`src/inc/hca_pkg.sv`:
```
// Shared constants, types and bus carriers for the 8-bit execution core.
// Assumes a single clock domain and a 12-bit program word.

package hca_pkg;

  // ----------------------------------------------------------------------
  // Widths and timing
  // ----------------------------------------------------------------------
  localparam int INSTR_W = 12;
  localparam int DATA_W = 8;
  localparam int FILE_AW = 5;
  localparam int CYCLE_CLKS = 4;

  // ----------------------------------------------------------------------
  // Core-resident file addresses
  // ----------------------------------------------------------------------
  localparam logic [FILE_AW-1:0] ADDR_INDIRECT = 5'h00;
  localparam logic [FILE_AW-1:0] ADDR_PCL = 5'h02;
  localparam logic [FILE_AW-1:0] ADDR_STATUS = 5'h03;
  localparam logic [FILE_AW-1:0] ADDR_FSR = 5'h04;

  // ----------------------------------------------------------------------
  // Status register fields and reset values
  // ----------------------------------------------------------------------
  localparam int ST_CARRY = 0;
  localparam int ST_NIBBLE = 1;
  localparam int ST_ZERO = 2;
  localparam int ST_RO_LO = 3;
  localparam int ST_RO_HI = 4;
  localparam int ST_PAGE_LO = 5;
  localparam int ST_PAGE_HI = 6;
  localparam logic [7:0] STATUS_RESET = 8'h18;
  localparam logic [7:0] FSR_RESET = 8'h00;
  localparam logic [7:0] ACC_RESET = 8'h00;
  localparam logic [10:0] PC_RESET = 11'h7ff;

  // ----------------------------------------------------------------------
  // Instruction encodings
  // ----------------------------------------------------------------------
  localparam logic [11:0] INSTR_NOP = 12'h000;
  localparam logic [1:0] GRP_BYTE = 2'h0;
  localparam logic [1:0] GRP_BIT = 2'h1;
  localparam logic [2:0] OPC_GOTO = 3'h5;
  localparam logic [3:0] OPC_RETLIT = 4'h8;
  localparam logic [3:0] OPC_CALL = 4'h9;
  localparam logic [3:0] OPC_MOVLIT = 4'hc;

  // Byte-oriented op field doubles as the ALU operation code
  typedef enum logic [3:0] {
    ALU_PASS_A = 4'h0,
    ALU_ZERO = 4'h1,
    ALU_SUB = 4'h2,
    ALU_DEC = 4'h3,
    ALU_IOR = 4'h4,
    ALU_AND = 4'h5,
    ALU_XOR = 4'h6,
    ALU_ADD = 4'h7,
    ALU_PASS_B = 4'h8,
    ALU_COM = 4'h9,
    ALU_INC = 4'ha,
    ALU_DEC_SKIP = 4'hb,
    ALU_ROT_R = 4'hc,
    ALU_ROT_L = 4'hd,
    ALU_SWAP = 4'he,
    ALU_INC_SKIP = 4'hf
  } hca_alu_e_t;

  // Four clock phases of one instruction cycle
  typedef enum logic [1:0] {
    PH_Q1 = 2'b00,
    PH_Q2 = 2'b01,
    PH_Q3 = 2'b10,
    PH_Q4 = 2'b11
  } hca_phase_t;

  // Data-side file bus
  typedef struct packed {
    logic [FILE_AW-1:0] addr;
    logic [DATA_W-1:0] wdata;
    logic we;
  } hca_fbus_t;

endpackage

```
`src/verilog/hca_core.sv`:
```
// Execution core: fetch/execute pipeline, accumulator, ALU and flags.
// Assumes program memory and external file registers answer combinationally
// within one clock of their address; one clock, asynchronous active-low reset.
//
// Function
// RULE_01: Program fetch and file access run on separate buses in the same cycle.
// RULE_02: Each instruction is one 12-bit word fetched in one instruction cycle.
// RULE_03: Next instruction is fetched while the current one executes.
// RULE_04: All instructions take one cycle except flow changes.
// RULE_05: Taken branch discards the prefetched word, costing one extra cycle.
// RULE_06: Program counter spans 512, 1K or 2K words, all internal.
// RULE_07: Special registers including program counter low byte live in data space.
// RULE_08: Files are reachable directly or through the indirect pointer.
// RULE_09: ALU is 8 bits: add, subtract, shift and logic operations.
// RULE_10: Arithmetic treats operands and results as two's complement.
// RULE_11: Two-operand ops use accumulator and a file or literal.
// RULE_12: Single-operand ops act on accumulator or one file register.
// RULE_13: Accumulator is 8 bits and has no data-space address.
// RULE_14: ALU updates carry, nibble carry and zero per instruction.
// RULE_15: In subtraction carry and nibble carry are inverted borrows.
// RULE_16: Zero flag set on all-zero result, cleared otherwise.
// RULE_17: Low master reset holds the whole core in reset.
// RULE_18: In resistor-capacitor mode the quarter-rate output runs at clock/4.

`timescale 1ns/1ps
`default_nettype none

module hca_core
  import hca_pkg::*;
#(
  parameter int PC_W = 9
) (
  // Clock and reset
  input wire logic mclk,
  input wire logic rst_b,
  // Oscillator mode
  input wire logic resistor_capacitor_oscillator_mode,
  output logic quarter_rate_output,
  // Program bus
  output logic [PC_W-1:0] prog_addr,
  input wire logic [INSTR_W-1:0] prog_data,
  // File bus
  output hca_fbus_t fbus,
  input wire logic [DATA_W-1:0] file_rdata,
  // Observed state
  output logic [DATA_W-1:0] acc_value,
  output logic [DATA_W-1:0] status_value,
  output logic cycle_start
);

  // ----------------------------------------------------------------------
  // State
  // ----------------------------------------------------------------------
  hca_phase_t ph_q;
  logic [INSTR_W-1:0] ir_q;
  logic [PC_W-1:0] pc_q;
  logic [PC_W-1:0] stk0_q;
  logic [PC_W-1:0] stk1_q;
  logic [DATA_W-1:0] acc_q;
  logic [DATA_W-1:0] status_q;
  logic [DATA_W-1:0] fsr_q;
  logic [DATA_W-1:0] ext_q;
  hca_fbus_t fbus_q;
  logic qro_q;
  logic start_q;

  // ----------------------------------------------------------------------
  // Decode helpers
  // ----------------------------------------------------------------------
  // Literal group: the two low opcode bits pick the logic operation; move
  // and return both just pass the literal through
  function automatic logic [3:0] lit_alu_op(input logic [1:0] sel);
    logic [3:0] op;
    case (sel)
      2'h1: op = ALU_IOR;
      2'h2: op = ALU_AND;
      2'h3: op = ALU_XOR;
      default: op = ALU_PASS_B;
    endcase
    return op;
  endfunction

  // Flags a byte operation rewrites, as {zero, nibble carry, carry};
  // the skip forms leave zero alone so a loop counter keeps the flags
  function automatic logic [2:0] byte_flags(input logic [3:0] op);
    logic [2:0] fx;
    case (op)
      ALU_SUB: fx = 3'h7;
      ALU_ADD: fx = 3'h7;
      ALU_ROT_R: fx = 3'h1;
      ALU_ROT_L: fx = 3'h1;
      ALU_ZERO: fx = 3'h4;
      ALU_DEC: fx = 3'h4;
      ALU_IOR: fx = 3'h4;
      ALU_AND: fx = 3'h4;
      ALU_XOR: fx = 3'h4;
      ALU_PASS_B: fx = 3'h4;
      ALU_COM: fx = 3'h4;
      ALU_INC: fx = 3'h4;
      default: fx = 3'h0;
    endcase
    return fx;
  endfunction

  // Conditional-skip byte operations
  function automatic logic is_skip_op(input logic [3:0] op);
    return (op == ALU_DEC_SKIP) || (op == ALU_INC_SKIP);
  endfunction

  // ----------------------------------------------------------------------
  // Instruction decode
  // ----------------------------------------------------------------------
  wire [1:0] grp = ir_q[11:10];
  wire [3:0] op4 = ir_q[9:6];
  wire [3:0] hi4 = ir_q[11:8];
  wire dbit = ir_q[5];
  wire [FILE_AW-1:0] fld = ir_q[FILE_AW-1:0];
  wire [7:0] lit8 = ir_q[7:0];
  wire [2:0] bsel = ir_q[7:5];
  wire is_byte = (grp == GRP_BYTE);
  wire is_bit = (grp == GRP_BIT);
  wire is_lit = ir_q[11];
  wire is_goto = (ir_q[11:9] == OPC_GOTO);
  wire is_call = (hi4 == OPC_CALL);
  wire is_ret = (hi4 == OPC_RETLIT);
  wire is_lit_alu = is_lit && (hi4 >= OPC_MOVLIT);

  // Indirect access goes through the pointer register
  wire [FILE_AW-1:0] eff_addr = (fld == ADDR_INDIRECT) ? fsr_q[FILE_AW-1:0] : fld; // [RULE_08]
  wire at_ind = (eff_addr == ADDR_INDIRECT);
  wire at_pcl = (eff_addr == ADDR_PCL);
  wire at_st = (eff_addr == ADDR_STATUS);
  wire at_fsr = (eff_addr == ADDR_FSR);
  wire at_ext = !(at_ind || at_pcl || at_st || at_fsr);

  // Core-resident registers answer here; the accumulator is never selectable
  wire [7:0] rd_val = at_pcl ? pc_q[7:0] : // [RULE_07] [RULE_13]
                      at_st ? status_q :
                      at_fsr ? fsr_q :
                      at_ind ? 8'h00 : ext_q;

  // Literal ops borrow the byte-op ALU codes
  wire [3:0] lit_code = lit_alu_op(hi4[1:0]);
  wire [3:0] alu_code = is_byte ? op4 : lit_code;
  wire [7:0] opb = is_lit ? lit8 : rd_val; // [RULE_11] [RULE_12]

  // ----------------------------------------------------------------------
  // ALU
  // ----------------------------------------------------------------------
  // Subtract is file plus inverted accumulator plus one, so carry-out is
  // the inverted borrow for both the byte and the low nibble
  wire do_sub = (alu_code == ALU_SUB);
  wire [7:0] acc_in = do_sub ? ~acc_q : acc_q; // [RULE_15]
  wire [8:0] sum9 = {1'b0, opb} + {1'b0, acc_in} + {8'h00, do_sub}; // [RULE_10]
  wire [4:0] sum5 = {1'b0, opb[3:0]} + {1'b0, acc_in[3:0]} + {4'h0, do_sub}; // [RULE_15]

  logic [7:0] alu_res;
  logic alu_c;

  always_comb begin // [RULE_09]
    alu_c = sum9[8];
    case (alu_code)
      ALU_PASS_A: alu_res = acc_q;
      ALU_ZERO: alu_res = 8'h00;
      ALU_SUB: alu_res = sum9[7:0];
      ALU_ADD: alu_res = sum9[7:0];
      ALU_DEC: alu_res = opb - 8'h01;
      ALU_DEC_SKIP: alu_res = opb - 8'h01;
      ALU_INC: alu_res = opb + 8'h01;
      ALU_INC_SKIP: alu_res = opb + 8'h01;
      ALU_IOR: alu_res = opb | acc_q;
      ALU_AND: alu_res = opb & acc_q;
      ALU_XOR: alu_res = opb ^ acc_q;
      ALU_PASS_B: alu_res = opb;
      ALU_COM: alu_res = ~opb;
      ALU_ROT_R: begin
        alu_res = {status_q[ST_CARRY], opb[7:1]};
        alu_c = opb[0];
      end
      ALU_ROT_L: begin
        alu_res = {opb[6:0], status_q[ST_CARRY]};
        alu_c = opb[7];
      end
      ALU_SWAP: alu_res = {opb[3:0], opb[7:4]};
      default: alu_res = opb;
    endcase
  end

  // Bit set, clear and test
  wire [7:0] bmask = 8'h01 << bsel;
  wire [7:0] bit_res = ir_q[8] ? (opb | bmask) : (opb & ~bmask);
  wire bit_val = |(opb & bmask);
  wire [7:0] result = is_bit ? bit_res : alu_res;

  // ----------------------------------------------------------------------
  // Flags and destinations
  // ----------------------------------------------------------------------
  wire [2:0] byte_fx = is_byte ? byte_flags(op4) : 3'h0;
  wire aff_z = byte_fx[2] || (is_lit_alu && hi4 != OPC_MOVLIT);
  wire aff_c = byte_fx[0];
  wire aff_dc = byte_fx[1];
  wire wr_acc = (is_byte && !dbit && op4 != 4'h0) || is_ret || is_lit_alu;
  wire wr_file = (is_byte && dbit) || (is_bit && !ir_q[9]);
  wire wr_pcl = wr_file && at_pcl;
  wire wr_st = wr_file && at_st;
  wire wr_fsr = wr_file && at_fsr;
  wire wr_ext = wr_file && at_ext;

  // A write to status keeps the read-only bits; affected flags override
  wire [7:0] st_base = wr_st ? {result[7:5], status_q[ST_RO_HI:ST_RO_LO], result[2:0]}
                             : status_q;
  logic [7:0] st_next;

  always_comb begin // [RULE_14]
    st_next = st_base;
    if (aff_z) begin
      st_next[ST_ZERO] = (alu_res == 8'h00); // [RULE_16]
    end
    if (aff_c) begin
      st_next[ST_CARRY] = alu_c; // [RULE_15]
    end
    if (aff_dc) begin
      st_next[ST_NIBBLE] = sum5[4]; // [RULE_15]
    end
  end

  // ----------------------------------------------------------------------
  // Program flow
  // ----------------------------------------------------------------------
  wire [1:0] page = status_q[ST_PAGE_HI:ST_PAGE_LO];
  wire skip = (is_byte && is_skip_op(op4) && alu_res == 8'h00) ||
              (is_bit && ir_q[9] && (bit_val == ir_q[8]));
  wire jump = is_goto || is_call || is_ret || wr_pcl;
  wire [10:0] tgt_goto = {page, ir_q[8:0]};
  wire [10:0] tgt_call = {page, 1'b0, lit8};
  wire [10:0] tgt_pcl = {page, 1'b0, result};
  wire [10:0] tgt_sel = is_goto ? tgt_goto : is_call ? tgt_call : tgt_pcl;
  // Counter width sets the program depth; upper target bits drop off
  wire [PC_W-1:0] target = is_ret ? stk0_q : tgt_sel[PC_W-1:0]; // [RULE_06]
  wire [PC_W-1:0] pc_next = jump ? target : pc_q + {{(PC_W-1){1'b0}}, 1'b1};
  // Discarding the prefetched word stretches flow changes to two cycles
  wire flush = jump || skip; // [RULE_04] [RULE_05]
  wire end_cyc = (ph_q == PH_Q4);

  // ----------------------------------------------------------------------
  // Phase sequencer
  // ----------------------------------------------------------------------
  always_ff @(posedge mclk or negedge rst_b) begin
    if (!rst_b) begin // [RULE_17]
      ph_q <= PH_Q1;
      start_q <= 1'b0;
    end else begin
      ph_q <= hca_phase_t'(ph_q + 2'd1);
      start_q <= end_cyc;
    end
  end

  // Quarter-rate output: high during Q3 and Q4, low in other oscillator modes
  always_ff @(posedge mclk or negedge rst_b) begin
    if (!rst_b) begin
      qro_q <= 1'b0;
    end else begin
      qro_q <= resistor_capacitor_oscillator_mode &&
               (ph_q == PH_Q2 || ph_q == PH_Q3); // [RULE_18]
    end
  end

  // ----------------------------------------------------------------------
  // Fetch pipeline
  // ----------------------------------------------------------------------
  // The program address stands for a whole instruction cycle while the
  // previous word executes; the word is taken at the end of Q4
  always_ff @(posedge mclk or negedge rst_b) begin
    if (!rst_b) begin
      pc_q <= PC_RESET[PC_W-1:0];
      ir_q <= INSTR_NOP;
    end else if (end_cyc) begin
      pc_q <= pc_next; // [RULE_06]
      ir_q <= flush ? INSTR_NOP : prog_data; // [RULE_02] [RULE_03] [RULE_05]
    end
  end

  // Two-level return stack
  always_ff @(posedge mclk or negedge rst_b) begin
    if (!rst_b) begin
      stk0_q <= '0;
      stk1_q <= '0;
    end else if (end_cyc && is_call) begin
      stk1_q <= stk0_q;
      stk0_q <= pc_q;
    end else if (end_cyc && is_ret) begin
      stk0_q <= stk1_q;
    end
  end

  // ----------------------------------------------------------------------
  // File bus
  // ----------------------------------------------------------------------
  // Address in Q2, data sampled at end of Q2, write strobe through Q4 only;
  // runs alongside the program fetch on its own wires
  always_ff @(posedge mclk or negedge rst_b) begin
    if (!rst_b) begin
      fbus_q <= '0;
      ext_q <= 8'h00;
    end else begin
      case (ph_q)
        PH_Q1: fbus_q.addr <= eff_addr; // [RULE_01] [RULE_08]
        PH_Q2: ext_q <= file_rdata;
        PH_Q3: begin
          fbus_q.wdata <= result;
          fbus_q.we <= wr_ext; // [RULE_07]
        end
        PH_Q4: fbus_q.we <= 1'b0;
        default: fbus_q.we <= 1'b0;
      endcase
    end
  end

  // ----------------------------------------------------------------------
  // Execute commit
  // ----------------------------------------------------------------------
  always_ff @(posedge mclk or negedge rst_b) begin
    if (!rst_b) begin
      acc_q <= ACC_RESET;
      status_q <= STATUS_RESET;
      fsr_q <= FSR_RESET;
    end else if (end_cyc) begin
      if (wr_acc) begin
        acc_q <= result; // [RULE_11] [RULE_12] [RULE_13]
      end
      status_q <= st_next; // [RULE_14]
      if (wr_fsr) begin
        fsr_q <= result; // [RULE_07]
      end
    end
  end

  // ----------------------------------------------------------------------
  // Outputs
  // ----------------------------------------------------------------------
  assign quarter_rate_output = qro_q;
  assign prog_addr = pc_q;
  assign fbus = fbus_q;
  assign acc_value = acc_q;
  assign status_value = status_q;
  assign cycle_start = start_q;

endmodule

`default_nettype wire

```
`config.mk`:
```
export PLATFORM = sky130hd
export DESIGN_NAME = hca_core
export DESIGN_NICKNAME = d
export VERILOG_FILES = /design/src/inc/hca_pkg.sv /design/src/verilog/hca_core.sv
export SDC_FILE = /design/constraint.sdc
export NUM_CORES = 1
export LEC_CHECK = 0
export ABC_CLOCK_PERIOD_IN_PS = 7800
export BUFFER_PORTS_ARGS = -buffer_cell sky130_fd_sc_hd__buf_2
export CAP_MARGIN = 5
export CORE_UTILIZATION = 35
export CTS_BUF_LIST = sky130_fd_sc_hd__clkbuf_4 sky130_fd_sc_hd__clkbuf_8
export DETAILED_ROUTE_END_ITERATION = 10
export PLACE_DENSITY = 0.55
export RECOVER_POWER = 50
export SETUP_SLACK_MARGIN = 0.02
export SYNTH_ARGS = -nofsm -noshare
export SYNTH_HDL_FRONTEND = slang
export SYNTH_SLANG_ARGS = --single-unit
export TNS_END_PERCENT = 5
```
`constraint.sdc`:
```
create_clock -name mclk -period 7.8 [get_ports mclk]
set_input_delay 1.17 -clock mclk [delete_from_list [all_inputs] [get_ports mclk]]
set_output_delay 1.17 -clock mclk [all_outputs]
set_load 0.01 [all_outputs]
```
## Word-level counts from Yosys, hierarchy flattened

Memory sizes are Yosys's and may differ from the RTL's.
Index checks and enable logic that the tools add are counted.

- Register bits: 87
- Latch bits: 0
- RAM bits: 0
- Bits in read-only memories: 48
- Input bits: 23
- Output and inout bits: 41
- Word-level logic and storage cells: 151
- Memories kept: 1

- $add $sub $neg: 8
- Multipliers: 0
- Div/mod/pow operators: 0
- $lt $le $gt $ge: 1
- Equal/unequal tests: 32
- Shifts and indexed selects: 1
- Muxes and demuxes: 26
- Bitwise logic cells: 9
- Reduce and logical (&&, ||, !) cells: 56

Memories:

| memory | words | bits a word | rd ports | clocked after Yosys merged registers in | write ports | line | source |
|---|---|---|---|---|---|---|---|
| (no name shown) | 16 | 3 | 1 | 0 | 0 | hca_core.sv:87 | `case (op)` |

Operators by type and width:

| operator | number |
|---|---|
| case mux 8 bit (13 select lines) | 1 |
| 2-to-1 mux 8 bit | 9 |
| == test 4 bit, second input constant | 12 |
| 2-to-1 mux 9 bit | 5 |
| AND 8 bit | 3 |
| NOT 8 bit | 3 |
| logical AND 1 bit | 17 |
| == test 4 x 3 -> 1 bit, second input constant | 4 |
| bitwise OR 8 bit | 2 |
| logical OR 1 bit | 14 |
| 2-to-1 mux 12 bit | 1 |
| case mux 4 bit (3 select lines) | 1 |
| AND reduction 2 bit | 6 |
| == test 5 x 2 -> 1 bit, second input constant | 2 |
| zero test 5 bit | 2 |
| nonzero test 2 bit | 5 |
| adder 8 x 8 -> 9 bit | 1 |
| adder 9 x 1 -> 9 bit | 1 |
| adder 9 x 1 -> 9 bit, second input constant | 1 |
| adder 8 x 1 -> 8 bit, second input constant | 1 |
| == test 2 bit, second input constant | 4 |
| == test 4 x 2 -> 1 bit, second input constant | 2 |
| zero test 8 bit | 1 |
| OR reduction 8 bit | 1 |
| other kinds (23) | 34 |

## Logic depth before layout (Yosys ltp)

Gate-level depths: netlist of run 1.

- Depth in word-level cells: 16
- Mapped depth: 22
- Depth with buffers taken out: 17

## Worst setup path after synthesis of run 1

OpenSTA, ideal clock, no wires.

- Path kind: register to register
- From: register ir_q[2]
- To: register ir_q[8]
- Arrival time: 4,468 ps
- Required time: 7,718 ps
- Slack: 3,250 ps
- Cell stages (with the launch flop): 21
- Cells stage by stage: dfrtp_1 buf_6 or3_1 buf_6 a221o_1 buf_4 a211oi_2 a311oi_1 or2_1 ha_1 a21oi_1 o41ai_1 a311oi_1 nand3_1 a2111o_1 nand4b_1 a32oi_1 and4b_1 a311o_1 buf_6 o22ai_2

- Cells in the longest elaborated chain, start to end: 16
- Elaborated cells on any way between the ends: 31
- Classes of those cells: add/sub (4); eq/ne (4); mux (8); bitwise (5); reduce/logical (10)

Ends and longest elaborated chain:

| what | line | source |
|---|---|---|
| from (decl) | hca_core.sv:55 | `logic [INSTR_W-1:0] ir_q;` |
| from (signal assigned) | hca_core.sv:279 | `ir_q <= flush ? INSTR_NOP : prog_data;` |
| zero test 5 bit | hca_core.sv:129 | `wire [FILE_AW-1:0] eff_addr = (fld == ADDR_INDIRECT) ? fsr_q[FILE_AW-1:0] : fld;` |
| 2-to-1 mux 5 bit | hca_core.sv:129 |  |
| zero test 5 bit | hca_core.sv:130 | `wire at_ind = (eff_addr == ADDR_INDIRECT);` |
| 2-to-1 mux 8 bit | hca_core.sv:140 | `at_ind ? 8'h00 : ext_q;` |
| 2-to-1 mux 8 bit | hca_core.sv:139 | `at_fsr ? fsr_q :` |
| 2-to-1 mux 8 bit | hca_core.sv:138 | `at_st ? status_q :` |
| 2-to-1 mux 8 bit | hca_core.sv:137 | `wire [7:0] rd_val = at_pcl ? pc_q[7:0] :` |
| 2-to-1 mux 8 bit | hca_core.sv:145 | `wire [7:0] opb = is_lit ? lit8 : rd_val;` |
| adder 8 x 8 -> 9 bit | hca_core.sv:154 | `wire [8:0] sum9 = {1'b0, opb} + {1'b0, acc_in} + {8'h00, do_sub};` |
| adder 9 x 1 -> 9 bit | hca_core.sv:154 |  |
| case mux 8 bit (13 select lines) | hca_core.sv:162 | `case (alu_code)` |
| zero test 8 bit | hca_core.sv:231 | `wire skip = (is_byte && is_skip_op(op4) && alu_res == 8'h00) \|\|` |
| logical AND 1 bit | hca_core.sv:231 |  |
| logical OR 1 bit | hca_core.sv:231 |  |
| logical OR 1 bit * | hca_core.sv:242 | `wire flush = jump \|\| skip;` |
| 2-to-1 mux 12 bit * | hca_core.sv:279 |  |

Mark *: on every way between the ends. The rest lies on a longest branch, timed or not.
A chain may end at the register's enable or synchronous reset.

## Final worst setup path of run 1

- From: register ir_q[2]
- To: register ir_q[1]

The elaborated chain is that of the path after synthesis.

==> impl_metrics.yaml, run 1 <==
floorplanning:
  die_w_um: 144.2
  io_pins: 64
  die_h_um: 144.2
  rows: 51
  start_util: 0.3600
  dieArea_um2: 20790
  core_area_um2: 19650
global_routing:
  grt_usage: 0.2627
  gr-total-overflow: 0
  grt_pass1_wl_mm: 40.56
  antenna_found_initial: 0
  grt_pass1_vias: 6534
  grt_max_degree: 73
placement:
  io_buffers: 61
  gp_congestion: 1.014
  place_ws_ns: 1.636
  placed_cells: 1124
  dpl.hpwl_mm: 19.93
  post_dp_cell_area_um2: 7655
critical_path:
  cp_data_arrival_time_ns: 6.55
  path_class: "reg2reg"
  r2r-start: "ir_q[2]$_DFFE_PN0P_"
  cp_common_cell: "a311oi_1"
  reg2reg_depth: 16
  crit_slowest_cell: "a311o_1"
  cp-end-kind: "flop"
  startpoint: "ir_q[2]$_DFFE_PN0P_"
  max_stage_delay_ns: 0.71
  r2r_slack_ns: 1.49
  crit_buf_inv: 0
  path_cells: "or3_1 -> a221o_1 -> a211oi_2 -> a311oi_1 -> or2_1 -> ha_1 -> a21oi_1 -> o41ai_1 -> a311oi_1 -> nand3_1 -> and2_1 -> mux2i_1 -> a211o_1 -> and4b_1 -> a311o_1 -> o22ai_1"
  r2r-end: "ir_q[1]$_DFFE_PN0P_"
  critPathMaxFanout: 18
  crit_family: "compound AO/OA/AOI/OAI gates"
  cp.required_ns: 8.05
  startpoint_type: "flop"
job:
  drv_cap: 1
clock_network:
  worstSkewPairLatency_ns: 0.41
  cts_tree: "built"
  postCtsSetupBuffers: 0
  clk_pin_slew_ns: 0.10
  cts_root_buf: "clkbuf_8"
  postCtsHoldBufs: 0
  post_cts_resized: 0
  cts.sinks: 87
  cts_made_buffers: 9
  cts.htree.levels: 3
  clk_path_buf_depth: 2
pwr:
  power_frac_seq: 0.315
  p_comb_frac: 0.557
  swShare: 0.5126
  p_leak_uw: 0.003344
  ir_drop_mv: 0.1517
  power.share.clock: 0.128
  intPower_uw: 1285
  powerDensity_nw_per_um2: 336.4
  p_sw_uw: 1352
layout:
  drive_above_1_share: 0.1954
  multi_input_area_um2: 4483
  regArea_um2: 2188
  stdcell_area_um2: 7839
  n_antenna_cell: 0
  nets: 929
  fillCellCount: 2085
  final_cells: 1140
  syn2layout_area_growth_pct: 10.79
timing:
  worstMarginPinSlew_ns: 3.915
  hold_viol: 0
  slew_viol_final: 73
  finalWorstSetupSlack_ns: 1.494
  period_needed_ns: 6.306
  holdWs_ns: 0.5141
  slew_headroom: -1.610
  skew_ns: 0.02546
  fmax_mhz: 158.6
  period_share: 0.8085
  setup_viol: 0
  finalSetupTns_ns: 0
  rsz0062_at_grt: "false"
detailed_routing:
  drt-total-wl_mm: 26.43
  route.detailed.drc: 0
  drt-wirelength-per-cell_um: 23.19
  viasPerCell: 6.198
  drt_iter0_drc: 676
  drtPass1Iterations: 6
  ant_nets: 0
  vias: 7066
synth:
  synth.avg_cell_area_um2: 8.618
  ys_seq_area_frac: 0.3093
  synthTopCellsByCount: "dfrtp_1, nand2_1, a21oi_1, nor2_1, inv_1"
  netlist.area_leader.share: 0.2759
  synth_edf_count: 0
  synth_most_common_cell: "dfrtp_1"
  syn_inst: 821
  ys_top_cells_by_area: "dfrtp_1, ha_1, mux2_2"
  ys_seq_elements: 87
  yosysWarnings: 0
  async_flop_share: 1.000
  synth-main-ff-cell: "dfrtp_1"
  ys_types: 92
  synthesis.area_um2: 7076
  synth_top_area_cell: "dfrtp_1"
worst_hold_path:
  holdPathStages: 1
  hp-start: "stk1_q[5]$_DFFE_PN0P_"
  min_to: "stk1_q[5]$_DFFE_PN0P_"
  hold_path_class: "reg2reg"
run_status:
  violations: "max-capacitance violations, max-slew violations"
  status: "finished, violations left"
sequential cells by signal (all words and copies together) (netlist names):
name	cells
status_value	6
ph_q	2
quarter_rate_output	1
fbus	14
stk1_q	9
ir_q	12
stk0_q	9
ext_q	8
fsr_q	8
prog_addr	9
acc_value	8
cycle_start	1
layout make-up:
class | count | share of cell area
inverter | 51 | 0.02442
clock inverter | 7 | 0.009258
sequential | 87 | 0.2792
tap | 265 | 0.04230
clock buffer | 9 | 0.01580
multi-input combinational | 640 | 0.5719
timing repair buffer | 81 | 0.05714
metal layers:
metal	vias up	wire length [µm]	track usage
met3	62	1968	0.04636
met5	-	0	0
met1	3454	11920	0.3704
met2	352	11700	0.3974
met4	0	842	0.1003
li1	3198	-	-
power by group through the flow:
stage / registers (µW) / logic, µW / clock network, µW
6_report: 832 / 1470 / 336
5_1_grt: 852 / 1600 / 368
4_1_cts: 826 / 1430 / 347
3_5_place_dp: 835 / 1430 / 0
3_3_place_gp: 835 / 1440 / 0
2_1_floorplan: 768 / 946 / 0
placed cells by master (no fill, tap or decap), types with 10 or more instances in the layout:
cell      instances
o22ai_2          10
nand3_1          29
o21ai_0          47
nand4_1          11
a31oi_1          16
ha_1             34
buf_2            58
mux2_2           31
a21o_1           11
nand2_1          71
buf_4            19
a21oi_1          66
inv_1            49
dfrtp_1          78
nor2_1           61
mux2i_1          19
o22ai_1          10
a211oi_1         12
worst max-delay path by stage:
stage	to	cells after the start	slack [ns]
finish	ir_q[1]$_DFFE_PN0P_	16	1.49
floorplan	ir_q[8]$_DFFE_PN0P_	20	3.25
CTS	ir_q[0]$_DFFE_PN0P_	16	1.61
detailed placement	ir_q[0]$_DFFE_PN0P_	16	1.64
global route	ir_q[1]$_DFFE_PN0P_	16	1.17
global placement	ir_q[0]$_DFFE_PN0P_	16	1.61
cells by family (layout without fill, tap and decap cells):
| kind of cell | after synthesis | after routing | share of synthesized area |
|---|---|---|---|
| compound gates | 288 | 288 | 0.2934 |
| simple gates | 252 | 252 | 0.1816 |
| buf+inv | 95 | 148 | 0.05835 |
| flops | 87 | 87 | 0.3093 |
| mux | 50 | 50 | 0.07621 |
| fa+ha+maj | 36 | 36 | 0.06578 |
| xor+xnor | 12 | 12 | 0.01486 |
| other cells | 1 | 2 | 0.0005300 |
through the flow:
stage            util  power (µW)
2_1_floorplan       -        1714
3_3_place_gp   0.3895        2276
3_5_place_dp   0.3895        2263
4_1_cts        0.3995        2608
5_1_grt        0.3988        2816
6_report       0.3988        2637
No activity file was read; power rests on OpenSTA's default activity.
==> inputs of run 2 (changes only) <==
- ABC_CLOCK_PERIOD_IN_PS: 7800 -> 5600
- PLACE_DENSITY: 0.55 -> 0.57
- clock period: 7.8 -> 5.6 ns (I/O delays scaled with it)
==> impl_metrics.yaml, run 2 (same netlist as run 1, synthesis figures left out) <==
layout:
  mostFrequentLayoutCells: "dfrtp_1, nand2_1, a21oi_1, nor2_1, buf_2"
  regArea_um2: 2188
  nets: 957
  multi_input_area_um2: 4502
  syn2layout_area_growth_pct: 14.22
  n_antenna_cell: 0
  drive_above_1_share: 0.2259
  fillCellCount: 2054
  final_cells: 1168
  largest_register_ffs: 14
  final_common_cell: "dfrtp_1"
clock_network:
  cts_root_buf: "clkbuf_8"
  cts_tree: "built"
  postCtsSetupBuffers: 0
  postCtsHoldBufs: 0
  cts.sinks: 87
  cts.htree.levels: 3
  cts_made_buffers: 9
  clk_pin_slew_ns: 0.10
  worstSkewPairLatency_ns: 0.40
  clk_path_buf_depth: 2
timing:
  worstMarginPinSlew_ns: 1.870
  finalSetupTns_ns: 0
  holdWs_ns: 0.5137
  slew_viol_final: 76
  skew_ns: 0.02195
  period_needed_ns: 5.396
  fmax_mhz: 185.3
  setup_viol: 0
  rsz0062_at_grt: "false"
  hold_viol: 0
  slew_headroom: -0.2469
  period_share: 0.9636
detailed_routing:
  ant_nets: 0
  drtPass1Iterations: 7
  drt_iter0_drc: 691
  vias: 7140
  drt-total-wl_mm: 27.35
  drt-wirelength-per-cell_um: 23.41
  route.detailed.drc: 0
  viasPerCell: 6.113
floorplanning:
  io_pins: 64
  rows: 51
  die_h_um: 144.2
  die_w_um: 144.2
  core_area_um2: 19650
  start_util: 0.3600
  dieArea_um2: 20790
pwr:
  power_frac_seq: 0.302
  power.share.clock: 0.123
  p_comb_frac: 0.576
  ir_drop_mv: 0.2061
  swShare: 0.5074
  powerDensity_nw_per_um2: 468.4
  p_leak_uw: 0.003492
  p_sw_uw: 1921
  intPower_uw: 1865
worst_hold_path:
  hold_path_class: "reg2reg"
  holdPathStages: 1
critical_path:
  critPathMaxFanout: 12
  path_class: "reg2reg"
  cp-end-kind: "flop"
  cp_data_arrival_time_ns: 5.65
  path_cells: "or3_1 -> buf_4 -> a211oi_1 -> a221o_1 -> and2_1 -> inv_1 -> ha_1 -> nand3b_1 -> o32ai_1 -> a2111oi_1 -> buf_4 -> nor4bb_1 -> buf_4 -> nand4b_1 -> o32a_1 -> a221oi_1 -> and4_1 -> a311o_1 -> buf_12 -> o22ai_2"
  cp_common_cell: "buf_4"
  reg2reg_depth: 20
  startpoint_type: "flop"
  max_stage_delay_ns: 0.61
  crit_slowest_cell: "a2111oi_1"
  cp.required_ns: 5.85
placement:
  io_buffers: 61
  dpl.hpwl_mm: 21.00
  placed_cells: 1152
  gp_congestion: 1.004
job:
  drv_cap: 1
global_routing:
  gr-total-overflow: 0
  grt_pass1_wl_mm: 41.10
  grt_usage: 0.2693
  grt_max_degree: 76
  antenna_found_initial: 0
  grt_pass1_vias: 6606
run_status:
  violations: "max-capacitance violations, max-slew violations"
  status: "finished, violations left"
## run 2: final cells by class
cell class / count / area share
clock buffers: 9 / 0.01533
clock inverters: 7 / 0.008980
inverters: 51 / 0.02369
multi-input cells: 640 / 0.5571
flip-flops and latches: 87 / 0.2708
well taps: 265 / 0.04103
repair buffers: 109 / 0.08314
## run 2: per-stage QoR
step / worst slack [ns] / utilization / power [µW] / instance area, µm²
global route: 0.03648 / 0.4112 / 4019 / 8082
detailed placement: 0.2850 / 0.4008 / 3256 / 7876
finish: 0.2037 / 0.4112 / 3785 / 8082
CTS: 0.2544 / 0.4107 / 3732 / 8073
floorplan: 1.050 / - / 2387 / 7079
global placement: 0.2225 / 0.4008 / 3265 / 7876
## run 2: power by group through the flow
stage / Sequential [µW] / Clock [µW] / Combinational [µW]
3_3_place_gp: 1140 / 0 / 2120
2_1_floorplan: 1070 / 0 / 1320
6_report: 1140 / 464 / 2180
5_1_grt: 1170 / 500 / 2350
3_5_place_dp: 1140 / 0 / 2110
4_1_cts: 1130 / 476 / 2120
## run 2: timing repair
item / CTS / global route
endpoints found under the setup margin: 0 / 18
endpoints found under the hold margin: 0 / 0
gates resized for setup: 0 / 6
## run 2: routing by layer
layer	track usage	wire (µm)
met1	0.3796	12300
met2	0.4195	12230
met3	0.04868	2081
met4	0.07535	737
met5	0	0
## run 2: path summary, 6_finish.rpt
path | from | end | slack, ns
worst min register to register | fbus[7]$_DFFE_PN0P_ | fbus[7]$_DFFE_PN0P_ | 0.51
worst max register to register | ir_q[2]$_DFFE_PN0P_ | ir_q[8]$_DFFE_PN0P_ | 0.20
worst min-delay path | fbus[7]$_DFFE_PN0P_ | fbus[7]$_DFFE_PN0P_ | 0.51
worst max-delay path | ir_q[2]$_DFFE_PN0P_ | ir_q[8]$_DFFE_PN0P_ | 0.20
max in group asynchronous | rst_b | stk1_q[5]$_DFFE_PN0P_ | 2.70
min in group asynchronous | rst_b | acc_value[7]$_DFFE_PN0P_ | 0.55
## run 2: worst max-delay path: cells and delay by family, from the launching register on
kind                     cells  cell delay (ns)
AND/OR/NAND/NOR              6             1.44
buffers and inverters        5             0.93
AO/OA/AOI/OAI                8             2.26
flip-flops                   1             0.39
adder cells (fa/ha/maj)      1             0.23
